$ cat src/iapr_map.vh
`ifndef IAPR_MAP_VH
`define IAPR_MAP_VH
`define IAPR_ADDR_W         32
`define IAPR_OFF_ACTIVE     32'hE000E304
`define IAPR_OFF_PRIO0      32'hE000E400
`define IAPR_OFF_PRIO1      32'hE000E404
`define IAPR_OFF_PRIO2      32'hE000E408
`define IAPR_OFF_IRQ_STAT   32'hE000E500
`define IAPR_OFF_IRQ_MASK   32'hE000E504
`define IAPR_OFF_PEND_EN    32'hE000E508
`define IAPR_OFF_WINNER     32'hE000E50C
`define IAPR_ACTIVE_MASK    32'h01EFFFFF
`define IAPR_PRIO_MASK      32'hF8F8F8F8
`define IAPR_PRIO_RESET     32'h00000000
`define IAPR_PRIO_W         5
`define IAPR_PRIO_LSB       3
`define IAPR_FIELD_STRIDE   8
`define IAPR_NUM_PRIO_SRC   12
`define IAPR_IDX_W          4
`define IAPR_NUM_ACTIVE     25
`endif

$ cat src/iapr_top.v
// Operation
// - active register ignores all software writes
// - active bit reads one while interrupt active
// - bits 0-7 report port2/port3 wake inputs
// - bits 8-16 report serial, timer, usb sources
// - bits 17-19, 21-24 adc, watchdog, brownout, ports
// - reserved active bits read zero, writes ignored
// - four priorities per word, 32 levels each
// - fields at 7:3, 15:11, 23:19, 31:27
// - zero highest priority, 31 lowest
// - low three bits drop writes, read zero
// - words cover port0 wake inputs 0-11
`timescale 1ns/100ps
module iapr_top (
  input  wire        i_clk_sys,
  input  wire        i_rst_n,
  input  wire        i_ce,
  input  wire [31:0] i_addr,
  input  wire [31:0] i_wdata,
  input  wire        i_wr,
  input  wire        i_rd,
  output reg  [31:0] o_rdata,
  input  wire [3:0]  i_active_wake_p2_pin8,
  input  wire [3:0]  i_active_wake_p3_pin0,
  input  wire        i_active_i2c_flag,
  input  wire        i_active_timer16_first,
  input  wire        i_active_timer16_second,
  input  wire        i_active_timer32_first,
  input  wire        i_active_timer32_second,
  input  wire        i_active_sync_serial,
  input  wire        i_active_uart_flag,
  input  wire        i_active_usb_normal,
  input  wire        i_active_usb_fast,
  input  wire        i_active_adc_flag,
  input  wire        i_active_watchdog_flag,
  input  wire        i_active_brownout_flag,
  input  wire [3:0]  i_active_gpio_port,
  input  wire [11:0] i_wake_p0_req,
  output reg         o_req_valid,
  output reg  [3:0]  o_req_idx,
  output reg  [4:0]  o_req_prio,
  output wire        o_irq
);
  `include "iapr_map.vh"

  reg  [31:0] prio_word [0:2];
  reg  [31:0] irq_stat;
  reg  [31:0] irq_mask;
  reg  [11:0] pend_en;
  reg  [31:0] active_q;
  wire [31:0] active_now;
  wire [59:0] prios;
  wire        arb_valid;
  wire [3:0]  arb_idx;
  wire [4:0]  arb_prio;
  reg  [31:0] next_rdata;
  reg  [31:0] rise;
  integer     n;

  function [31:0] prio_wr;
    input [31:0] d;
    begin
      prio_wr = d & `IAPR_PRIO_MASK;
    end
  endfunction

  function is_prio;
    input [31:0] a;
    begin
      is_prio = (a == `IAPR_OFF_PRIO0) || (a == `IAPR_OFF_PRIO1) || (a == `IAPR_OFF_PRIO2);
    end
  endfunction

  // active word assembly
  assign active_now = {7'h00,
                       i_active_gpio_port[0], i_active_gpio_port[1],
                       i_active_gpio_port[2], i_active_gpio_port[3],
                       1'b0,
                       i_active_brownout_flag, i_active_watchdog_flag,
                       i_active_adc_flag,
                       i_active_usb_fast, i_active_usb_normal,
                       i_active_uart_flag, i_active_sync_serial,
                       i_active_timer32_second, i_active_timer32_first,
                       i_active_timer16_second, i_active_timer16_first,
                       i_active_i2c_flag,
                       i_active_wake_p3_pin0, i_active_wake_p2_pin8};

  // per-word field extraction: word 0 = inputs 0-3, word 1 = 4-7, word 2 = 8-11
  iapr_prio_field u_f0 (.i_word(prio_word[0]), .o_prios(prios[19:0]));
  iapr_prio_field u_f1 (.i_word(prio_word[1]), .o_prios(prios[39:20]));
  iapr_prio_field u_f2 (.i_word(prio_word[2]), .o_prios(prios[59:40]));

  iapr_arbiter u_arb (
    .i_req   (i_wake_p0_req & pend_en),
    .i_prios (prios),
    .o_valid (arb_valid),
    .o_idx   (arb_idx),
    .o_prio  (arb_prio)
  );

  always @* begin
    rise = active_now & ~active_q;
  end

  always @* begin
    next_rdata = 32'h00000000;
    case (i_addr)
      `IAPR_OFF_ACTIVE:   next_rdata = active_now & `IAPR_ACTIVE_MASK;
      `IAPR_OFF_PRIO0:    next_rdata = prio_word[0];
      `IAPR_OFF_PRIO1:    next_rdata = prio_word[1];
      `IAPR_OFF_PRIO2:    next_rdata = prio_word[2];
      `IAPR_OFF_IRQ_STAT: next_rdata = irq_stat;
      `IAPR_OFF_IRQ_MASK: next_rdata = irq_mask;
      `IAPR_OFF_PEND_EN:  next_rdata = {20'h00000, pend_en};
      `IAPR_OFF_WINNER:   next_rdata = {18'h00000, arb_valid, arb_prio, 4'h0, arb_idx};
      default:            next_rdata = 32'h00000000;
    endcase
  end

  always @(posedge i_clk_sys) begin
    if (!i_rst_n) begin
      for (n = 0; n < 3; n = n + 1) begin
        prio_word[n] <= `IAPR_PRIO_RESET;
      end
      irq_stat    <= 32'h00000000;
      irq_mask    <= 32'h00000000;
      pend_en     <= 12'h000;
      active_q    <= 32'h00000000;
      o_rdata     <= 32'h00000000;
      o_req_valid <= 1'b0;
      o_req_idx   <= 4'h0;
      o_req_prio  <= 5'h00;
    end else if (i_ce) begin
      active_q    <= active_now & `IAPR_ACTIVE_MASK;
      o_req_valid <= arb_valid;
      o_req_idx   <= arb_idx;
      o_req_prio  <= arb_prio;
      o_rdata     <= i_rd ? next_rdata : 32'h00000000;
      // write to the active word has no decode: writes are dropped
      if (i_wr && is_prio(i_addr)) begin
        prio_word[i_addr[3:2]] <= prio_wr(i_wdata);
      end
      if (i_wr && i_addr == `IAPR_OFF_IRQ_MASK) begin
        irq_mask <= i_wdata & `IAPR_ACTIVE_MASK;
      end
      if (i_wr && i_addr == `IAPR_OFF_PEND_EN) begin
        pend_en <= i_wdata[11:0];
      end
      // rising active edges set sticky bits; set wins over write-one-clear
      if (i_wr && i_addr == `IAPR_OFF_IRQ_STAT) begin
        irq_stat <= (irq_stat & ~i_wdata) | (rise & `IAPR_ACTIVE_MASK);
      end else begin
        irq_stat <= irq_stat | (rise & `IAPR_ACTIVE_MASK);
      end
    end
  end

  assign o_irq = |(irq_stat & irq_mask);
endmodule

$ cat src/iapr_prio_field.v
`timescale 1ns/100ps
module iapr_prio_field (
  input  wire [31:0] i_word,
  output wire [19:0] o_prios
);
  `include "iapr_map.vh"
  genvar g;
  generate
    for (g = 0; g < 4; g = g + 1) begin : fld
      assign o_prios[g*5 +: 5] = i_word[g*`IAPR_FIELD_STRIDE + `IAPR_PRIO_LSB +: `IAPR_PRIO_W];
    end
  endgenerate
endmodule

$ cat src/iapr_arbiter.v
`timescale 1ns/100ps
module iapr_arbiter (
  input  wire [11:0] i_req,
  input  wire [59:0] i_prios,
  output reg         o_valid,
  output reg  [3:0]  o_idx,
  output reg  [4:0]  o_prio
);
  integer k;
  always @* begin
    o_valid = 1'b0;
    o_idx   = 4'h0;
    o_prio  = 5'h1F;
    for (k = 0; k < 12; k = k + 1) begin
      // strict less-than keeps the lower number on a tie
      if (i_req[k] && (!o_valid || i_prios[k*5 +: 5] < o_prio)) begin
        o_valid = 1'b1;
        o_idx   = k[3:0];
        o_prio  = i_prios[k*5 +: 5];
      end
    end
  end
endmodule

$ cat config.mk
export PLATFORM = sky130hd
export DESIGN_NAME = iapr_top
export DESIGN_NICKNAME = d
export VERILOG_FILES = /design/src/iapr_top.v /design/src/iapr_prio_field.v /design/src/iapr_arbiter.v
export VERILOG_INCLUDE_DIRS = /design/src
export SDC_FILE = /design/constraint.sdc
export NUM_CORES = 1
export LEC_CHECK = 0
export ABC_AREA = 1
export BUFFER_PORTS_ARGS = -buffer_cell sky130_fd_sc_hd__buf_2
export CORE_MARGIN = 10
export CORE_UTILIZATION = 48
export CTS_CLUSTER_SIZE = 10
export DETAILED_ROUTE_END_ITERATION = 10
export MAX_ROUTING_LAYER = met4
export PLACE_DENSITY = 0.68
export REMOVE_ABC_BUFFERS = 1
export SLEW_MARGIN = 20
export SYNTH_ARGS = -nofsm -noshare
export SYNTH_HDL_FRONTEND = slang
export SYNTH_SLANG_ARGS = --single-unit
$ cat constraint.sdc
create_clock -name i_clk_sys -period 20 [get_ports i_clk_sys]
set_input_delay 1 -clock i_clk_sys [delete_from_list [all_inputs] [get_ports i_clk_sys]]
set_output_delay 1 -clock i_clk_sys [all_outputs]
set_load 0.02 [all_outputs]
# Yosys cells after proc, flatten, opt, wreduce, memory -nomap -nowiden
# Memories as Yosys holds them, arrays and structs flattened.
# Cells that the tools add are included.
classes:
  add_sub_neg: 0
  multipliers: 0
  div: 0
  magnitude_cmp: 11
  n_eq_ne: 8
  shift: 0
  muxes: 46
  bitwise: 8
  n_reduce_logical: 43
op_table:
  columns: ["op", "count"]
  rows:
  - ["32-bit == test, second input constant", 8]
  - ["32-bit one-hot mux with 8 select lines", 1]
  - ["32-bit two-way mux", 2]
  - ["32-bit by 25-bit bitwise OR with 32-bit output", 2]
  - ["5-bit two-way mux", 12]
  - ["5-bit less-than comparator", 11]
  - ["32-bit by 25-bit AND with 32-bit output", 1]
  - ["32-bit AND", 1]
  - ["32-bit NOT", 1]
  - ["32-bit OR reduction", 1]
  - ["25-bit AND", 1]
  - ["25-bit NOT", 1]
  - ["20-bit two-way mux", 1]
  - ["20-bit OR reduction", 1]
  - ["1-bit two-way mux", 19]
  - ["4-bit two-way mux", 4]
  - ["1-bit logical AND", 15]
  - ["1-bit logical OR", 13]
  - ["12-bit AND", 1]
  - ["3-bit two-way mux", 4]
  - ["1-bit zero test", 11]
  - ["2-bit two-way mux", 3]
  - ["2-bit AND reduction", 2]
word_totals:
  regBits: 134
  latch_bits: 0
  mem_bits_rw: 60
  mem_bits_ro: 0
  inputBits: 105
  out_inout_bits: 43
  wordCells: 125
  n_memories: 1
mem_list:
  columns: ["memory", "depth", "word_bits", "read_ports", "rd_clocked_by_memory_dff", "wr", "line_no", "rtl"]
  rows:
  - ["prio_word", 3, 20, 3, 0, 3, "iapr_top.v:46", "reg [31:0] prio_word [0:2];"]

# Longest topological paths before layout
depth:
  depth_word: 48
  ltp_mapped: 114
  depth_no_buf: 108

# Modules after synthesis
# Synthesis repeated with hierarchy kept, for this count alone.
unflattened:
  cells_unflattened: 1732
  hier_area_um2: 12000.3
modules_own_cells:
  columns: ["mod", "n_inst", "cells_per_inst", "area_per_inst_um2", "seq_area_each_um2"]
  rows:
  - ["iapr_top", 1, 1181, 9016.1, 4484.3]
  - ["iapr_arbiter", 1, 491, 2533.7, 0.0]
  - ["iapr_prio_field", 3, 20, 150.1, 0.0]

# Worst setup path before layout
# OpenSTA, ideal clock, no wires.
synth_timing:
  path_type: "input to register"
  start: "in i_wake_p0_req[0]"
  end: "reg o_rdata[9]"
  setup_ps: 70
  t_arrival_ps: 12249
  required_ps: 19930
  setup_slack_ps: 7681
  path_stages: 103
  path_buffers: 6
  path_cell_list: "nand2_2 nor2_1 ha_1 nor2_1 nor2_1 nand2_1 nor2_1 nand2_1 nand2_2 nand2_4 nand2_4 o21ai_0 ha_1 nand4_1 nand2_1 nand2_1 nand3_2 nand2_4 (+67 left out) nand2_1 nand3_2 nand2_1 nand2_2 buf_4 o21ai_1 ha_1 nand2_1 nor2_1 a211oi_1 nand2_1 nand2_4 nand2_4 nand2_1 nand3_1 nand2_1 nand2_1 a21oi_1"
synth_via:
  elab_chain_cells: 48
  word_cells_on_any_way: 70
  classes_between: "order compare: 11; mux: 25; bitwise: 1; reduce/logical: 33"
synth_lines:
  columns: ["item", "line_no", "rtl"]
  rows:
  - ["from (decl)", "iapr_top.v:38", "input wire [11:0] i_wake_p0_req,"]
  - ["12-bit AND *", "iapr_top.v:94", ".i_req (i_wake_p0_req & pend_en),"]
  - ["5-bit two-way mux / 1-bit two-way mux (equally long branches)", "iapr_arbiter.v:16", "if (i_req[k] && (!o_valid || i_prios[k*5 +: 5] < o_prio)) begin"]
  - ["5-bit less-than comparator / 1-bit zero test (equally long branches)", "iapr_arbiter.v:16", null]
  - ["1-bit logical OR", "iapr_arbiter.v:16", null]
  - ["1-bit logical AND", "iapr_arbiter.v:16", null]
  - ["5-bit two-way mux / 1-bit two-way mux (equally long branches)", "iapr_arbiter.v:16", null]
  - ["5-bit less-than comparator / 1-bit zero test (equally long branches)", "iapr_arbiter.v:16", null]
  - ["1-bit logical OR", "iapr_arbiter.v:16", null]
  - ["(+32 left out)", null, null]
  - ["1-bit logical AND", "iapr_arbiter.v:16", null]
  - ["5-bit two-way mux / 1-bit two-way mux (equally long branches)", "iapr_arbiter.v:16", null]
  - ["5-bit less-than comparator / 1-bit zero test (equally long branches)", "iapr_arbiter.v:16", null]
  - ["1-bit logical OR", "iapr_arbiter.v:16", null]
  - ["1-bit logical AND", "iapr_arbiter.v:16", null]
  - ["5-bit two-way mux *", "iapr_arbiter.v:16", null]
  - ["32-bit one-hot mux with 8 select lines *", "iapr_top.v:107", "case (i_addr)"]
  - ["32-bit two-way mux *", "iapr_top.v:138", "o_rdata <= i_rd ? next_rdata : 32'h00000000;"]
  - ["to (signal assigned)", "iapr_top.v:138", null]
  - ["to (decl)", "iapr_top.v:22", "output reg [31:0] o_rdata,"]
# Every way passes the cells marked *; elsewhere a longest branch is shown, timed or not.
# A chain may end at the register's enable or synchronous reset.

# Worst setup path after layout
layout_timing:
  start: "in i_wake_p0_req[0]"
  end: "reg o_rdata[12]"
# Same word-level chain as after synthesis.

==> flow_metrics.tcl <==
set metrics [dict create \
    grt_pass1_wl_mm 59.4 \
    cts_hold_buf 0 \
    max-vdd-ir-drop_mv 0.0505 \
    synthXorXnorAreaFrac_pct 0 \
    slowest_stage "o21ai_0" \
    swShare_pct 27.2 \
    final_cell_mix "351 x nand2_1, 230 x inv_1, 147 x buf_2, 134 x dfxtp_1, 131 x nor2_1" \
    area_growth_syn_to_layout_pct 13.5 \
    maxCapViolCount 0 \
    num-nets-final 1797 \
    yosysUniqueCellTypes 45 \
    drive_gt1_share_pct 16.5 \
    htree_levels 4 \
    syn_area_um2 11000 \
    cp_top_family "simple AND/OR/NAND/NOR gates" \
    post-route-drc-count 0 \
    tightestPinTransition_ps 1130 \
    cts_tree "built" \
    antenna_found_initial 1 \
    power.density_nw_per_um2 66.8 \
    synth-adder-area-share_pct 2.72 \
    port_buffers 147 \
    r2r_slack_ps 6180 \
    antenna_left 0 \
    wl_met2_mm 18.1 \
    cp.arrival_ps 14240 \
    status "finished, final reports clean" \
    period_minus_slack_ps 13870 \
    synth_compound_area_share_pct 16.8 \
    rows 55 \
    async_reset_ff_share_pct 0 \
    post_cts_resized 0 \
    register_area_um2 4480 \
    vias_per_cell 5.61 \
    synth-main-ff-cell "dfxtp_1" \
    fp.dieArea_um2 29500 \
    slew_violations 0 \
    finalSetupViolations 0 \
    whs_ps 442 \
    num_vias 11000 \
    min_path_type "reg2reg" \
    power_frac_comb_pct 7.5 \
    min_path_cells 2 \
    numCtsBuffers 17 \
    top_layer "met4" \
    max_stage_delay_ps 350 \
    p_seq_share_pct 51.4 \
    reg2reg_from "pend_en[0]" \
    fillers 2229 \
    clkTransAtPathRegs_ps 80 \
    die_y_um 172 \
    p_leak_uw 0.00584 \
    rsz0062_at_grt "false" \
    initial_core_util_pct 48.8 \
    track_usage_pct 27.0 \
    first_pass_iters 6 \
    clock_path_buffers 2 \
    max_slew_margin_pct 24.1 \
    crit_top_cell "nand2_1" \
    cts_sinks 194 \
    yosysWarningCount 0 \
    cp_max_fo 12 \
    synth_cells 1543 \
    synth_top_family_by_area "simple AND/OR/NAND/NOR gates" \
    post-cts-setup-buffers 0 \
    grt_overflow 0 \
    timing.critical_path.buf_inv 6 \
    critPathRequiredTime_ps 20370 \
    ys_ff_latch 194 \
    synth_edf_count 60 \
    hold_end "irq_stat[25]" \
    power.switching_uw 228 \
    reg2reg_to "o_rdata[12]" \
    yosysSeqAreaShare_pct 40.6 \
    synth_mux_area_share_pct 0 \
    clk_latency_ps 450 \
    place.gp.congestion 1.06 \
    grt_start_max_net_pins 57 \
    grt_pass1_vias 10600 \
    fin_crit_sh_pct 69.3 \
    endpoint_kind "flip-flop" \
    initialDrtViolationCount 1128 \
    synth_area_per_cell_um2 7.16 \
    fin_setup_tns_ps 0 \
    final-hold-violation-count 0 \
    start_kind "primary input" \
    intPower_uw 610 \
    m1WireLength_mm 16.8 \
    multi_input_area_um2 5400 \
    core_um2 22600 \
    dp_hpwl_mm 30.0 \
    wl_per_cell_um 19.9 \
    io_pins 148 \
    crit_type "in2reg" \
    die_w_um 172 \
    max_freq_mhz 72.1 \
    wl_met3_mm 3.14 \
    root_buffer "clkbuf_16" \
    skew_ps 14.5 \
    reg2reg_depth 97 \
    synthSimpleGateAreaFrac_pct 29.2 \
    drt_wl_total_mm 39.1 \
    power.share.clock_pct 41.1 \
    hold_start "irq_stat[25]" \
    final_common_cell "nand2_1" \
]
state kept, by name, indices dropped and copies added, names as in the netlist:
| register | cells |
|---|---|
| active_q | 24 |
| irq_mask | 24 |
| irq_stat | 32 |
| o_rdata | 32 |
| o_req_idx | 4 |
| o_req_prio | 5 |
| o_req_valid | 1 |
| pend_en | 12 |
| prio_word | 60 |
tightest hold or removal path, delay by kind of cell, from the launching register on:
family	cells	cell delay (ps)
flip-flops	1	320
AND/OR/NAND/NOR	1	50
AO/OA/AOI/OAI	1	30
kinds of logic after synthesis:
kind of cell    after synthesis
flops                       194
simple gates                711
compound gates              323
buf+inv                     291
fa+ha+maj                    24
power by group through the flow:
stage               Clock [uW]  Combinational (uW)  Sequential [uW]
CTS                        347                62.1              430
global route               361                69.6              431
global placement             0                61.3              439
floorplan                    0                30.2              435
detailed placement           0                61.8              439
finish                     345                62.7              430
through the flow:
| step | worst slack [ps] | cell area (um2) | power, uW | std cells | utilization, % |
|---|---|---|---|---|---|
| 2_1_floorplan | 8010 | 10800 | 465 | 1489 | - |
| 3_3_place_gp | 6060 | 12000 | 500 | 1934 | 52.8 |
| 3_5_place_dp | 5840 | 12000 | 501 | 1934 | 52.8 |
| 4_1_cts | 6230 | 12500 | 839 | 1966 | 55.4 |
| 5_1_grt | 4710 | 12500 | 862 | 1967 | 55.4 |
| 6_report | 6130 | 12500 | 838 | 1967 | 55.4 |
cells in the mapped netlist (11+ instances only):
library cell	n	share of area, %
o21bai_1	14	0.95
edfxtp_1	60	16
nand4_1	11	0.62
a21oi_1	126	5.7
nand3_2	12	1.1
nor4_1	11	0.62
ha_1	24	2.7
o22ai_1	27	1.5
o21ai_0	93	4.2
clkbuf_1	38	1.3
nand2_2	28	1.6
nand3_1	110	5.0
inv_1	230	7.8
or2_2	24	1.4
dfxtp_1	134	24
a221oi_1	15	1.2
nand2_4	14	1.4
nor3_1	11	0.50
nor2_1	131	4.5
nand2_1	351	12
layer usage:
metal  vias to the layer above  GRT usage [%]
li1                       5342              -
met1                      5096           34.8
met2                       529           43.1
met3                        71           3.87
met4                         0           8.09
met5                         -              -
worst max path at each step:
stage                     depth (start not counted)        startpoint  slack, ps           to
final                                            98  i_wake_p0_req[0]       6130  o_rdata[12]
after floorplan                                  99  i_wake_p0_req[0]       8010   o_rdata[9]
after global routing                             98  i_wake_p0_req[0]       4710   o_rdata[9]
after global placement                           94  i_wake_p0_req[0]       6060  o_rdata[11]
after detailed placement                         98  i_wake_p0_req[0]       5840  o_rdata[11]
after CTS                                        98  i_wake_p0_req[0]       6230  o_rdata[11]
cell type report:
type / count / share of cell area [%]
Sequential cell: 194 / 35.8
Tap cell: 285 / 2.84
Antenna cell: 1 / 0.0200
Clock buffer: 19 / 3.53
Clock inverter: 13 / 1.07
Multi-Input combinational cell: 1058 / 43.0
Timing Repair Buffer: 160 / 6.64
Inverter: 237 / 7.09
Note: power is estimated with default switching activity, not from simulation.
